`config.mk`:
```
export PLATFORM = sky130hd
export DESIGN_NAME = mrs_slave
export DESIGN_NICKNAME = d
export VERILOG_FILES = /design/src/hdl/mrs_pkg.sv /design/src/hdl/mrs_crc_if.sv /design/src/hdl/mrs_crc16.sv /design/src/hdl/mrs_slave.sv
export SDC_FILE = /design/constraint.sdc
export NUM_CORES = 1
export LEC_CHECK = 0
export BUFFER_PORTS_ARGS = -buffer_cell sky130_fd_sc_hd__buf_4
export CAP_MARGIN = 5
export CORE_MARGIN = 3
export CORE_UTILIZATION = 40
export CTS_BUF_LIST = sky130_fd_sc_hd__clkbuf_4 sky130_fd_sc_hd__clkbuf_8
export CTS_CLUSTER_SIZE = 16
export DETAILED_ROUTE_END_ITERATION = 12
export GPL_ROUTABILITY_DRIVEN = 0
export PLACE_DENSITY_LB_ADDON = 0.3
export SLEW_MARGIN = 20
export SYNTH_ARGS = -nofsm -noshare
export SYNTH_HDL_FRONTEND = slang
export SYNTH_HIERARCHICAL = 1
export SYNTH_SLANG_ARGS = --single-unit
```
`constraint.sdc`:
```
create_clock -name sys_clk -period 6.35 [get_ports sys_clk]
set_input_delay 0.3175 -clock sys_clk [delete_from_list [all_inputs] [get_ports sys_clk]]
set_output_delay 0.3175 -clock sys_clk [all_outputs]
set_load 0.01 [all_outputs]
```
`src/hdl/mrs_pkg.sv`:
```
// Constants shared by the serial slave message handler and its check engine.
// Assumes byte framing, frame-end detection and the register store sit outside.
package mrs_pkg;
  // Function codes
  localparam logic [7:0]  MRS_FN_READ    = 8'h03;
  localparam logic [7:0]  MRS_FN_WRITE1  = 8'h06;
  localparam logic [7:0]  MRS_FN_DIAG    = 8'h08;
  localparam logic [7:0]  MRS_FN_ERRBIT  = 8'h80;
  localparam logic [7:0]  MRS_BCAST_ADDR = 8'h00;
  // Exception codes carried by error responses
  localparam logic [7:0]  MRS_EX_FUNC    = 8'h01;
  localparam logic [7:0]  MRS_EX_ADDR    = 8'h02;
  localparam logic [7:0]  MRS_EX_VALUE   = 8'h03;
  // Holding register number of field value zero (40001 decimal)
  localparam logic [16:0] MRS_MAP_BASE   = 17'h09C41;
  localparam logic [7:0]  MRS_MAX_READ   = 8'h7D;
  // Frame layout
  localparam logic [3:0]  MRS_FIX_LEN    = 4'h8;
  localparam logic [3:0]  MRS_MIN_LEN    = 4'h4;
  localparam logic [7:0]  MRS_RD_HDR     = 8'h03;
  localparam logic [7:0]  MRS_RD_OVH     = 8'h05;
  localparam logic [7:0]  MRS_ERR_LEN    = 8'h05;
  localparam logic [7:0]  MRS_CRC_LEN    = 8'h02;
  // Check sum engine
  localparam logic [15:0] MRS_CRC_POLY   = 16'hA001;
  localparam logic [15:0] MRS_CRC_INIT   = 16'hFFFF;
  // Region codes reported by the register store
  localparam logic [1:0]  MRS_RG_SYSVAR  = 2'h0;
  localparam logic [1:0]  MRS_RG_MONITOR = 2'h1;
  localparam logic [1:0]  MRS_RG_FAULT   = 2'h2;
  localparam logic [1:0]  MRS_RG_PARAM   = 2'h3;

  typedef enum logic [2:0] {
    ST_IDLE   = 3'h0,
    ST_DECODE = 3'h1,
    ST_WRCHK  = 3'h3,
    ST_LOAD   = 3'h2,
    ST_HOLD   = 3'h6,
    ST_FETCH  = 3'h7,
    ST_WAIT   = 3'h5,
    ST_GRAB   = 3'h4
  } mrs_state_e;

  typedef enum logic [1:0] {
    MD_ECHO = 2'h0,
    MD_READ = 2'h1,
    MD_ERR  = 2'h2
  } mrs_mode_e;
endpackage

```
`src/hdl/mrs_crc_if.sv`:
```
// Connection between the message handler and one check sum engine.
// Assumes both ends run on the same clock.
`timescale 1ns/1ns
interface mrs_crc_if;
  logic        clr;
  logic        en;
  logic [7:0]  data;
  logic [15:0] crc;
  modport host   (output clr, output en, output data, input crc);
  modport engine (input clr, input en, input data, output crc);
endinterface

```
`src/hdl/mrs_crc16.sv`:
```
// Byte-wide reflected CRC-16 engine, one byte per clock.
// Assumes clr and en come from logic on the same clock; clr wins over en.
`timescale 1ns/1ns
module mrs_crc16 #(
  parameter logic [15:0] POLY = mrs_pkg::MRS_CRC_POLY,
  parameter logic [15:0] INIT = mrs_pkg::MRS_CRC_INIT
) (
  input wire logic    sys_clk,
  input wire logic    reset,
  mrs_crc_if.engine   port
);
  logic [15:0] next_crc;
  logic [15:0] c;

  // Eight shift steps per byte, low bit first
  always_comb begin
    c = port.crc ^ {8'h00, port.data};
    for (int i = 0; i < 8; i++) begin
      c = c[0] ? ((c >> 1) ^ POLY) : (c >> 1);
    end
    if (port.clr) begin
      next_crc = INIT;
    end else if (port.en) begin
      next_crc = c;
    end else begin
      next_crc = port.crc;
    end
  end

  // State register
  always_ff @(posedge sys_clk) begin
    if (reset) begin
      port.crc <= INIT;
    end else begin
      port.crc <= next_crc;
    end
  end
endmodule

```
`src/hdl/mrs_slave.sv`:
```
// Slave message handler: decodes read, single write and loopback queries
// and streams the answer frame. Assumes bytes, frame end, transmit ready
// and the register store all come from logic on sys_clk.
//
// Behaviour
// - Read query: address, function 03, start and count high first, check sum.
// - Start field plus 40001 gives the holding register number.
// - Read counts above 125 are not served.
// - Read answer byte count is twice the register count.
// - Register words go high byte first, ascending from the start.
// - Address 0 is invalid for read and loopback queries.
// - Single write query: function 06, address and two data bytes, high first.
// - Write register number is address field plus 40001.
// - Single write to address 0 is executed as broadcast.
// - No answer at all to a broadcast single write.
// - Addressed single write is answered with an exact copy.
// - Loopback query: function 08, subfunction 0000, any two data bytes.
// - Loopback query is returned unchanged, check sum included.
// - Writes only reach system variable and parameter regions.
// - Reads reach all four register regions.
// - Check sum closes each frame, low byte first.
// - Error answer function byte is the query function plus 80.
// - Unsupported function gets an error answer.
`timescale 1ns/1ns
module mrs_slave #(
  parameter logic [7:0] MAX_READ = mrs_pkg::MRS_MAX_READ
) (
  input  wire logic        sys_clk,
  input  wire logic        reset,
  input  wire logic [7:0]  my_addr,
  input  wire logic        rx_valid,
  input  wire logic [7:0]  rx_data,
  input  wire logic        rx_end,
  input  wire logic        tx_ready,
  output logic             tx_valid,
  output logic [7:0]       tx_data,
  output logic             reg_rd,
  output logic             reg_wr,
  output logic [16:0]      reg_num,
  output logic [15:0]      reg_wdata,
  input  wire logic [15:0] reg_rd_data,
  input  wire logic        reg_hit,
  input  wire logic [1:0]  reg_region
);
  mrs_pkg::mrs_state_e st, next_st;
  mrs_pkg::mrs_mode_e  mode, next_mode;
  logic [7:0]  frm [0:7];
  logic [7:0]  next_frm [0:7];
  logic [3:0]  cnt, next_cnt;
  logic        crc_ok, next_crc_ok;
  logic [7:0]  tx_idx, next_tx_idx;
  logic [7:0]  tx_len, next_tx_len;
  logic [7:0]  err_code, next_err_code;
  logic [15:0] word, next_word;
  logic [6:0]  word_num, next_word_num;
  logic        next_tx_valid, next_reg_rd, next_reg_wr;
  logic [7:0]  next_tx_data;
  logic [16:0] next_reg_num;
  logic [15:0] next_reg_wdata;
  logic        bcast, good, wr_ok, at_crc, fetch_next;
  logic [7:0]  idx_inc, crc_pos;

  mrs_crc_if crc_rx ();
  mrs_crc_if crc_tx ();
  mrs_crc16 u_crc_rx (.sys_clk(sys_clk), .reset(reset), .port(crc_rx));
  mrs_crc16 u_crc_tx (.sys_clk(sys_clk), .reset(reset), .port(crc_tx));

  // Frame qualifiers; the frame buffer is frozen outside idle
  assign bcast   = (frm[0] == mrs_pkg::MRS_BCAST_ADDR);
  assign good    = crc_ok && (bcast || frm[0] == my_addr) && (cnt >= mrs_pkg::MRS_MIN_LEN);
  assign wr_ok   = reg_hit && (reg_region == mrs_pkg::MRS_RG_SYSVAR ||
                               reg_region == mrs_pkg::MRS_RG_PARAM);
  assign crc_pos = 8'(tx_len - mrs_pkg::MRS_CRC_LEN);
  assign at_crc  = (mode != mrs_pkg::MD_ECHO) && (tx_idx >= crc_pos);
  assign idx_inc = 8'(tx_idx + 8'h01);
  // A fresh word is fetched before each high data byte
  assign fetch_next = (mode == mrs_pkg::MD_READ) && idx_inc[0] &&
                      (idx_inc >= mrs_pkg::MRS_RD_HDR) && (idx_inc < crc_pos);

  // Check sums over received bytes and over generated answers
  assign crc_rx.clr  = (st == mrs_pkg::ST_DECODE);
  assign crc_rx.en   = (st == mrs_pkg::ST_IDLE) && rx_valid;
  assign crc_rx.data = rx_data;
  assign crc_tx.clr  = (st == mrs_pkg::ST_DECODE);
  assign crc_tx.en   = (st == mrs_pkg::ST_LOAD) && !at_crc && (mode != mrs_pkg::MD_ECHO);
  assign crc_tx.data = next_tx_data;

  // Next-state logic for receive, decode and transmit
  always_comb begin
    next_st        = st;
    next_mode      = mode;
    next_frm       = frm;
    next_cnt       = cnt;
    next_crc_ok    = crc_ok;
    next_tx_idx    = tx_idx;
    next_tx_len    = tx_len;
    next_err_code  = err_code;
    next_word      = word;
    next_word_num  = word_num;
    next_tx_valid  = tx_valid;
    next_tx_data   = tx_data;
    next_reg_rd    = 1'b0;
    next_reg_wr    = 1'b0;
    next_reg_num   = reg_num;
    next_reg_wdata = reg_wdata;
    unique case (st)
      mrs_pkg::ST_IDLE: begin
        // Bytes past eight are not stored and the count stops at nine, so long frames fail the length test
        if (rx_valid) begin
          if (cnt < mrs_pkg::MRS_FIX_LEN) begin
            next_frm[cnt[2:0]] = rx_data;
          end
          if (cnt <= mrs_pkg::MRS_FIX_LEN) begin
            next_cnt = 4'(cnt + 4'h1);
          end
        end else if (rx_end) begin
          // Residue of zero means the trailing check sum matched
          next_crc_ok = (crc_rx.crc == 16'h0000);
          next_st     = mrs_pkg::ST_DECODE;
        end
      end
      mrs_pkg::ST_DECODE: begin
        next_cnt      = 4'h0;
        next_tx_idx   = 8'h00;
        next_word_num = 7'h00;
        next_st       = mrs_pkg::ST_IDLE;
        next_tx_len   = mrs_pkg::MRS_ERR_LEN;
        next_mode     = mrs_pkg::MD_ERR;
        // Bad check sum or foreign address: drop
        if (good) begin
          // Write query: map address, then test region
          if (frm[1] == mrs_pkg::MRS_FN_WRITE1) begin
            if (cnt == mrs_pkg::MRS_FIX_LEN) begin
              next_reg_num   = 17'({1'b0, frm[2], frm[3]}) + mrs_pkg::MRS_MAP_BASE;
              next_reg_wdata = {frm[4], frm[5]};
              next_st        = mrs_pkg::ST_WRCHK;
            end
          // Broadcast is invalid for every other function
          end else if (!bcast) begin
            if (frm[1] == mrs_pkg::MRS_FN_READ) begin
              // Count must be 1 to the limit
              if (cnt == mrs_pkg::MRS_FIX_LEN) begin
                next_st = mrs_pkg::ST_LOAD;
                if (frm[4] == 8'h00 && frm[5] != 8'h00 && frm[5] <= MAX_READ) begin
                  next_mode   = mrs_pkg::MD_READ;
                  next_tx_len = 8'(mrs_pkg::MRS_RD_OVH + {frm[5][6:0], 1'b0});
                end else begin
                  next_err_code = mrs_pkg::MRS_EX_VALUE;
                end
              end
            end else if (frm[1] == mrs_pkg::MRS_FN_DIAG) begin
              // Subfunction zero loops back, others are refused
              if (cnt == mrs_pkg::MRS_FIX_LEN) begin
                next_st = mrs_pkg::ST_LOAD;
                if ({frm[2], frm[3]} == 16'h0000) begin
                  next_mode   = mrs_pkg::MD_ECHO;
                  next_tx_len = 8'({4'h0, mrs_pkg::MRS_FIX_LEN});
                end else begin
                  next_err_code = mrs_pkg::MRS_EX_FUNC;
                end
              end
            end else begin
              next_err_code = mrs_pkg::MRS_EX_FUNC;
              next_st       = mrs_pkg::ST_LOAD;
            end
          end
        end
      end
      mrs_pkg::ST_WRCHK: begin
        // Broadcast writes execute too; but stay silent
        next_reg_wr   = wr_ok;
        next_st       = bcast ? mrs_pkg::ST_IDLE : mrs_pkg::ST_LOAD;
        next_err_code = mrs_pkg::MRS_EX_ADDR;
        if (wr_ok) begin
          next_mode   = mrs_pkg::MD_ECHO;
          next_tx_len = 8'({4'h0, mrs_pkg::MRS_FIX_LEN});
        end
      end
      mrs_pkg::ST_LOAD: begin
        next_tx_valid = 1'b1;
        if (mode == mrs_pkg::MD_ECHO) begin
          next_tx_data = frm[tx_idx[2:0]];
        end else if (at_crc) begin
          next_tx_data = (tx_idx == crc_pos) ? crc_tx.crc[7:0] : crc_tx.crc[15:8];
        end else if (tx_idx == 8'h00) begin
          next_tx_data = frm[0];
        end else if (tx_idx == 8'h01) begin
          // Error answers flag the function byte
          next_tx_data = (mode == mrs_pkg::MD_ERR) ? (frm[1] | mrs_pkg::MRS_FN_ERRBIT) : frm[1];
        end else if (tx_idx == 8'h02) begin
          next_tx_data = (mode == mrs_pkg::MD_ERR) ? err_code : {frm[5][6:0], 1'b0};
        end else begin
          // High byte on odd index, low byte on even
          next_tx_data = tx_idx[0] ? word[15:8] : word[7:0];
        end
        next_st = mrs_pkg::ST_HOLD;
      end
      mrs_pkg::ST_HOLD: begin
        if (tx_ready) begin
          next_tx_valid = 1'b0;
          next_tx_idx   = idx_inc;
          if (idx_inc == tx_len) begin
            next_st = mrs_pkg::ST_IDLE;
          end else if (fetch_next) begin
            next_st = mrs_pkg::ST_FETCH;
          end else begin
            next_st = mrs_pkg::ST_LOAD;
          end
        end
      end
      mrs_pkg::ST_FETCH: begin
        // Any region may be read, ascending from the start
        next_reg_num = 17'({1'b0, frm[2], frm[3]}) + mrs_pkg::MRS_MAP_BASE +
                       {10'h000, word_num};
        next_reg_rd  = 1'b1;
        next_st      = mrs_pkg::ST_WAIT;
      end
      mrs_pkg::ST_WAIT: begin
        next_st = mrs_pkg::ST_GRAB;
      end
      mrs_pkg::ST_GRAB: begin
        next_word     = reg_rd_data;
        next_word_num = 7'(word_num + 7'h01);
        next_st       = mrs_pkg::ST_LOAD;
      end
    endcase
  end

  // State registers
  always_ff @(posedge sys_clk) begin
    if (reset) begin
      st        <= mrs_pkg::ST_IDLE;
      mode      <= mrs_pkg::MD_ECHO;
      frm       <= '{default: 8'h00};
      cnt       <= 4'h0;
      crc_ok    <= 1'b0;
      tx_idx    <= 8'h00;
      tx_len    <= 8'h00;
      err_code  <= 8'h00;
      word      <= 16'h0000;
      word_num  <= 7'h00;
      tx_valid  <= 1'b0;
      tx_data   <= 8'h00;
      reg_rd    <= 1'b0;
      reg_wr    <= 1'b0;
      reg_num   <= 17'h00000;
      reg_wdata <= 16'h0000;
    end else begin
      st        <= next_st;
      mode      <= next_mode;
      frm       <= next_frm;
      cnt       <= next_cnt;
      crc_ok    <= next_crc_ok;
      tx_idx    <= next_tx_idx;
      tx_len    <= next_tx_len;
      err_code  <= next_err_code;
      word      <= next_word;
      word_num  <= next_word_num;
      tx_valid  <= next_tx_valid;
      tx_data   <= next_tx_data;
      reg_rd    <= next_reg_rd;
      reg_wr    <= next_reg_wr;
      reg_num   <= next_reg_num;
      reg_wdata <= next_reg_wdata;
    end
  end
endmodule

```
# After elaboration in Yosys (flattened, before gate mapping)
# Cells that the tools add are included.
[op_classes]
n_addsub = 7
multipliers = 0
div_mod_pow = 0
magnitude_cmp = 10
n_eq_ne = 34
n_shift = 0
mux = 91
n_bitwise = 22
reduce_logical = 44
[ops]
columns = ["op", "count"]
rows = [
  ["16-bit two-way mux", 16],
  ["8-bit two-way mux", 30],
  ["64-bit bitwise mux", 1],
  ["17-bit two-way mux", 3],
  ["2-bit NOT with 3-bit output", 16],
  ["8-bit case mux with 2 select lines", 3],
  ["17-bit case mux with 2 select lines", 1],
  ["16-bit zero test", 2],
  ["16-bit by 8-bit XOR with 16-bit output", 2],
  ["3-bit two-way mux", 10],
  ["2-bit two-way mux", 13],
  ["8-bit binary-select mux with 3-bit select", 1],
  ["8-bit demux with 3-bit select", 1],
  ["8-bit == test", 3],
  ["8-bit zero test", 3],
  ["3-bit case mux with 8 select lines", 1],
  ["4-bit two-way mux", 5],
  ["16-bit by 16-bit adder with 17-bit output (second input constant)", 1],
  ["17-bit by 7-bit adder with 17-bit output", 1],
  ["8-bit by 2-bit == test with 1-bit output (second input constant)", 2],
  ["2-bit != test (second input constant)", 8],
  ["7-bit case mux with 2 select lines", 1],
  ["2-bit nonzero test", 7],
  ["1-bit logical AND", 13],
  ["42 further kinds", 64],
]
[word_totals]
ff_bits = 197
latch_bits = 0
ram_bits = 0
mem_bits_ro = 0
in_bits = 40
out_inout_bits = 44
mem_count = 0

# Logic depth before layout (Yosys ltp)
[logic_depth]
depth_word = 25
depth_mapped = 18
ltp_nobuf = 15

# Hierarchy
# The synthesis kept the hierarchy.
[by_module_without_submodules]
columns = ["module", "n_inst", "cells_per_inst", "area_each_um2"]
rows = [
  ["mrs_slave", 1, 1099, 9376.5],
  ["mrs_crc16", 2, 87, 843.3],
]

# Worst setup path before layout
# Ideal clock, no wire load.
[synth_timing]
path_type = "register to register"
from = "register tx_idx[0]"
to = "register u_crc_tx.port.crc[0]"
setup_ns = 0.137
arrival_time_ns = 4.106
path_slack_ns = 2.106
stages_incl_launch_ff = 18
path_buffers = 4
period_less_slack_ns = 4.244
cell_sequence = "dfxtp_1 > buf_2 > buf_2 > buf_2 > inv_1 > ha_1 > o21ai_0 > o2bb2ai_1 > o211ai_1 > maj3_4 > buf_6 > a31o_2 > nor2_1 > xnor2_2 > xor3_1 > xnor3_2 > xnor3_1 > o211ai_2"
[synth_between]
elab_chain_cells = 17
[synth_lines]
columns = ["element", "line_no", "source"]
rows = [
  ["from (decl)", "mrs_slave.sv:51", "logic [7:0] tx_idx, next_tx_idx;"],
  ["from (signal assigned)", "mrs_slave.sv:254", "tx_idx <= next_tx_idx;"],
  ["8-bit by 2-bit == test with 1-bit output / 8-bit two-way mux (equally long branches)", "mrs_slave.sv:190, mrs_slave.sv:194", ""],
  ["8-bit two-way mux", "mrs_slave.sv:190", "end else if (tx_idx == 8'h02) begin"],
  ["8-bit two-way mux", "mrs_slave.sv:187", "end else if (tx_idx == 8'h01) begin"],
  ["8-bit two-way mux", "mrs_slave.sv:185", "end else if (tx_idx == 8'h00) begin"],
  ["8-bit two-way mux", "mrs_slave.sv:183", "end else if (at_crc) begin"],
  ["8-bit two-way mux (*)", "mrs_slave.sv:181", "if (mode == mrs_pkg::MD_ECHO) begin"],
  ["8-bit two-way mux (*)", "mrs_slave.sv:106", "unique case (st)"],
  ["net crc_tx.data[4]", "mrs_crc_if.sv:7", "logic [7:0] data;"],
  ["16-bit by 8-bit XOR with 16-bit output (*)", "mrs_crc16.sv:17", "c = port.crc ^ {8'h00, port.data};"],
  ["16-bit two-way mux (*) (3 in series)", "mrs_crc16.sv:19", "c = c[0] ? ((c >> 1) ^ POLY) : (c >> 1);"],
  ["2-bit NOT with 3-bit output (no source line)", "n/a", ""],
  ["16-bit two-way mux (*) (5 in series)", "mrs_crc16.sv:19", ""],
  ["to (signal assigned)", "mrs_crc16.sv:35", "port.crc <= next_crc;"],
  ["to (decl)", "mrs_crc_if.sv:10", "modport engine (input clr, input en, input data, output crc);"],
]
# Mark *: on every way through the listed nets, which the timed path passes. The rest lies on a longest branch. The select of a mux whose other input is x is not followed.
# A chain may end at the register's enable or synchronous reset.

# Final worst setup path
[layout_timing]
from = "register tx_len[1]"
to = "register u_crc_tx.port.crc[0]"
[layout_between]
elab_chain_cells = 16
[layout_lines]
columns = ["element", "line_no", "source"]
rows = [
  ["from (decl)", "mrs_slave.sv:52", "logic [7:0] tx_len, next_tx_len;"],
  ["from (signal assigned)", "mrs_slave.sv:255", "tx_len <= next_tx_len;"],
  ["8-bit by 2-bit subtractor with 8-bit output (*)", "mrs_slave.sv:73", "assign crc_pos = 8'(tx_len - mrs_pkg::MRS_CRC_LEN);"],
  ["8-bit greater-or-equal comparator / 8-bit == test (equally long branches)", "mrs_slave.sv:74, mrs_slave.sv:184", ""],
  ["1-bit logical AND / 8-bit two-way mux (equally long branches)", "mrs_slave.sv:74, mrs_slave.sv:184", ""],
  ["8-bit two-way mux (*)", "mrs_slave.sv:183", ""],
  ["8-bit two-way mux (*)", "mrs_slave.sv:181", ""],
  ["8-bit two-way mux (*)", "mrs_slave.sv:106", ""],
  ["net crc_tx.data[5]", "mrs_crc_if.sv:7", ""],
  ["16-bit by 8-bit XOR with 16-bit output (*)", "mrs_crc16.sv:17", ""],
  ["16-bit two-way mux (*) (4 in series)", "mrs_crc16.sv:19", ""],
  ["2-bit NOT with 3-bit output (no source line)", "n/a", ""],
  ["16-bit two-way mux (*) (4 in series)", "mrs_crc16.sv:19", ""],
]
# Mark *: on every way through the listed nets, which the timed path passes. The rest lies on a longest branch.

==> flow_summary.ini <==
[synth]
syn_area_sq_um = 11100
ys_seq_elements = 191
syn_avg_cell_area_sq_um = 8.69
synth_top_area_cell = dfxtp_1
yosys.area.top_type_share_pct = 34.6
synth_top_flop_cell = dfxtp_1
netlist_instances = 1273
synth_compound_area_share_pct = 13.2
synth_mux_area_share_pct = 13.8
yosysUniqueCellTypes = 87
synthAdderAreaFrac_pct = 3.47
ys_async_sr_fraction_pct = 0
synth_top_family_by_area = simple AND/OR/NAND/NOR gates
yosys.area_share.simple_pct = 21.2
synthTopCellsByArea = dfxtp_1 35%, mux2i_1 9.6%, nor2_1 6.5%
synth-xor-area-share_pct = 9.24
ys_seq_area_share_pct = 34.6
syn_nets = 1342
yosysWarnings = 6
synth-edff-count = 0

[detailed_routing]
drtIter0Drc = 684
drcViolationCount = 0
ant_nets = 0
viasPerCell = 5.59
wirelength_um = 30700
first_pass_iters = 5
vias = 9399
wire_per_inst_um = 18.3

[setup_path]
regToRegSetupSlack_ns = 2.24
crit_chain = inv_1 > ha_1 > xnor2_1 > ha_1 > o21a_1 > o2bb2ai_1 > o211ai_1 > maj3_4 > a2111oi_2 > o41ai_2 > xnor2_1 > xor2_1 > xnor3_2 > xnor3_1 > o211ai_2
critPathLaunchType = flip-flop
max_stage_delay_ns = 0.47
critPathMaxFanout = 17
critPathKind = flip-flop to flip-flop
critical-path-slowest-cell = dfxtp_1
worstPathRequired_ns = 6.67
critPathCaptureType = flip-flop
crit_arrival_ns = 4.43

[outcome]
outcome = completed

[clock_tree]
cts_sinks = 191
cts_setup_buffers = 0
clockBufferDepth = 2
clk_pin_slew_ns = 0.11
hold_buffers = 0
htree_levels = 4
clk_latency_ns = 0.48
root_buffer = clkbuf_8
cts_resized = 0
cts_tree = done
cts-buffers-inserted = 17

[layout]
fin_nets = 1364
area_growth_pct = 10.7
layout-drive-gt1-share_pct = 14.8
diodes = 0
n_fill_cell = 2694

[pwr]
leakage_nw = 4.86
irDropWorstVdd_uv = 157
swShare_pct = 34.9
p_sw_mw = 1.16
combPwrFrac_pct = 31.6
pwr-share-clk_pct = 26.4
p_per_area_nw_per_um2 = 271
pwr-share-seq_pct = 42.0
p_int_mw = 2.16

[grt]
first_global_vias = 8592
grt_util_all_layers_pct = 20.6
grt_pass1_wl_um = 48300
antenna_found_initial = 0
grt_start_max_net_pins = 88
grt_overflow = 0

[sta]
maxSlewViolCount = 0
hold_violations = 0
post-route-period-util_pct = 64.7
skew_ns = 0.0217
max_freq_ghz = 0.243
finalCriticalPeriod_ns = 4.11
report.final.setup_viol = 0
rsz0062_at_grt = no
relSlewSlack_pct = 31.9
hold-worst-slack_ns = 0.0684
worstMarginPinSlew_ns = 1.02
fin_setup_tns_ns = 0

[floorplanning]
core_sq_um = 27100
row_count = 60
die_area_sq_um = 29700
pin_count = 84
initial_core_util_pct = 40.8
die-width_um = 172
die_h_um = 172

[min_path]
hold_path_class = input pin to flip-flop

[job]
maxCapViolCount = 0

[placed_design]
io_buffers = 83
dp.final_hpwl_um = 22400
cell type report:
cell class	count	area, sq um	share of cell area [%]
inverters	27	101	0.827
clock inverters	13	168	1.37
flip-flops and latches	191	3820	31.2
well taps	372	465	3.80
clock buffers	19	262	2.13
repair buffers	92	691	5.64
multi-input cells	966	6740	55.0
stage by stage:
step                area, sq um  std cells  setup slack (ns)  util, %  power (mW)
finish                    12200       1680              2.24     45.2        3.32
global route              12200       1680              1.89     45.2        3.48
CTS                       12200       1680              2.26     45.2        3.33
detailed placement        11800       1648              2.27     43.6        2.46
global placement          11800       1648              2.41     43.6        2.44
floorplan                 11100       1273              2.11        -        2.22
flip-flops by register name (all words and copies together), names as in the netlist:
name	cells
reg_rd	1
err_code	2
tx_data	8
reg_wdata	16
tx_len	8
st	3
word	16
tx_valid	1
crc_ok	1
frm	64
u_crc_tx/port.crc	16
tx_idx	8
reg_wr	1
cnt	4
word_num	7
mode	2
reg_num	17
u_crc_rx/port.crc	16
cell families (layout without fill, tap and decap cells):
family                     after synthesis  after routing
DFF                                    191            191
and+or+nand+nor                        499            499
buffers and inverters                  116            151
muxes                                  131            131
AOI/OAI and AO/OA                      212            212
xor gates and xnor gates                94             94
adders and majority gates               30             30
placed cells by master, fill, tap and decap left out, types with 12 or more instances in the layout:
cell      count
clkbuf_8     19
and3_1       12
a21oi_1      58
nor4_1       17
ha_1         28
nor2_1      192
xor2_1       17
mux4_2       16
inv_1        26
o21ai_0      27
nand2_1     128
mux2i_1     106
dfxtp_1     190
nand3_1      43
a211oi_1     12
buf_4        92
nor3_1       36
xnor2_1      59
power by group through the flow:
stage / combinational (mW) / sequential (mW) / clock (mW)
after floorplan: 0.838 / 1.38 / 0
after global placement: 1.02 / 1.42 / 0
after detailed placement: 1.04 / 1.42 / 0
after CTS: 1.04 / 1.39 / 0.899
after global routing: 1.14 / 1.41 / 0.940
final: 1.05 / 1.39 / 0.878
critical path: cells and delay by family, from the launching register on:
kind	cells	cell delay, ns
AO/OA/AOI/OAI	6	1.02
XOR/XNOR	5	1.41
adder cells (fa/ha/maj)	3	0.96
buffers and inverters	1	0.08
flip-flops	1	0.47
worst paths after layout:
kind / startpoint / to / depth (start not counted)
min reg2reg: word[4] / word[4] / 2
max: tx_len[1] / u_crc_tx/port.crc[0] / 15
min: reg_hit / reg_wr / 3
max reg2reg: tx_len[1] / u_crc_tx/port.crc[0] / 15
metal layers:
layer / up-vias / part of all wire [%] / global-route usage (%)
met1: 4522 / 47 / 29.0
met3: 57 / 5.0 / 3.64
met5: - / 0 / 0
met2: 271 / 45 / 32.1
li1: 4549 / - / -
met4: 0 / 2.5 / 6.91
Yosys cell counts, drive strengths merged (6+ instances only):
cell type and number:
nor4 19, nand3 43, inv 26, xor2 22, o21ai 31, xnor2 63, nor2b 7, nor3 39
a21oi 58, o21a 7, o211ai 11, mux4 16, mux2 9, ha 28, dfxtp 191, a22oi 6
nand4 12, or3 6, nand2 128, o22ai 11, and3 13, nor2 193, o311ai 7, nand2b 7
a31o 8, mux2i 106, a211oi 13, clkbuf 66, a311oi 8, a31oi 11, buf 23
No activity file was read; power rests on OpenSTA's default activity.
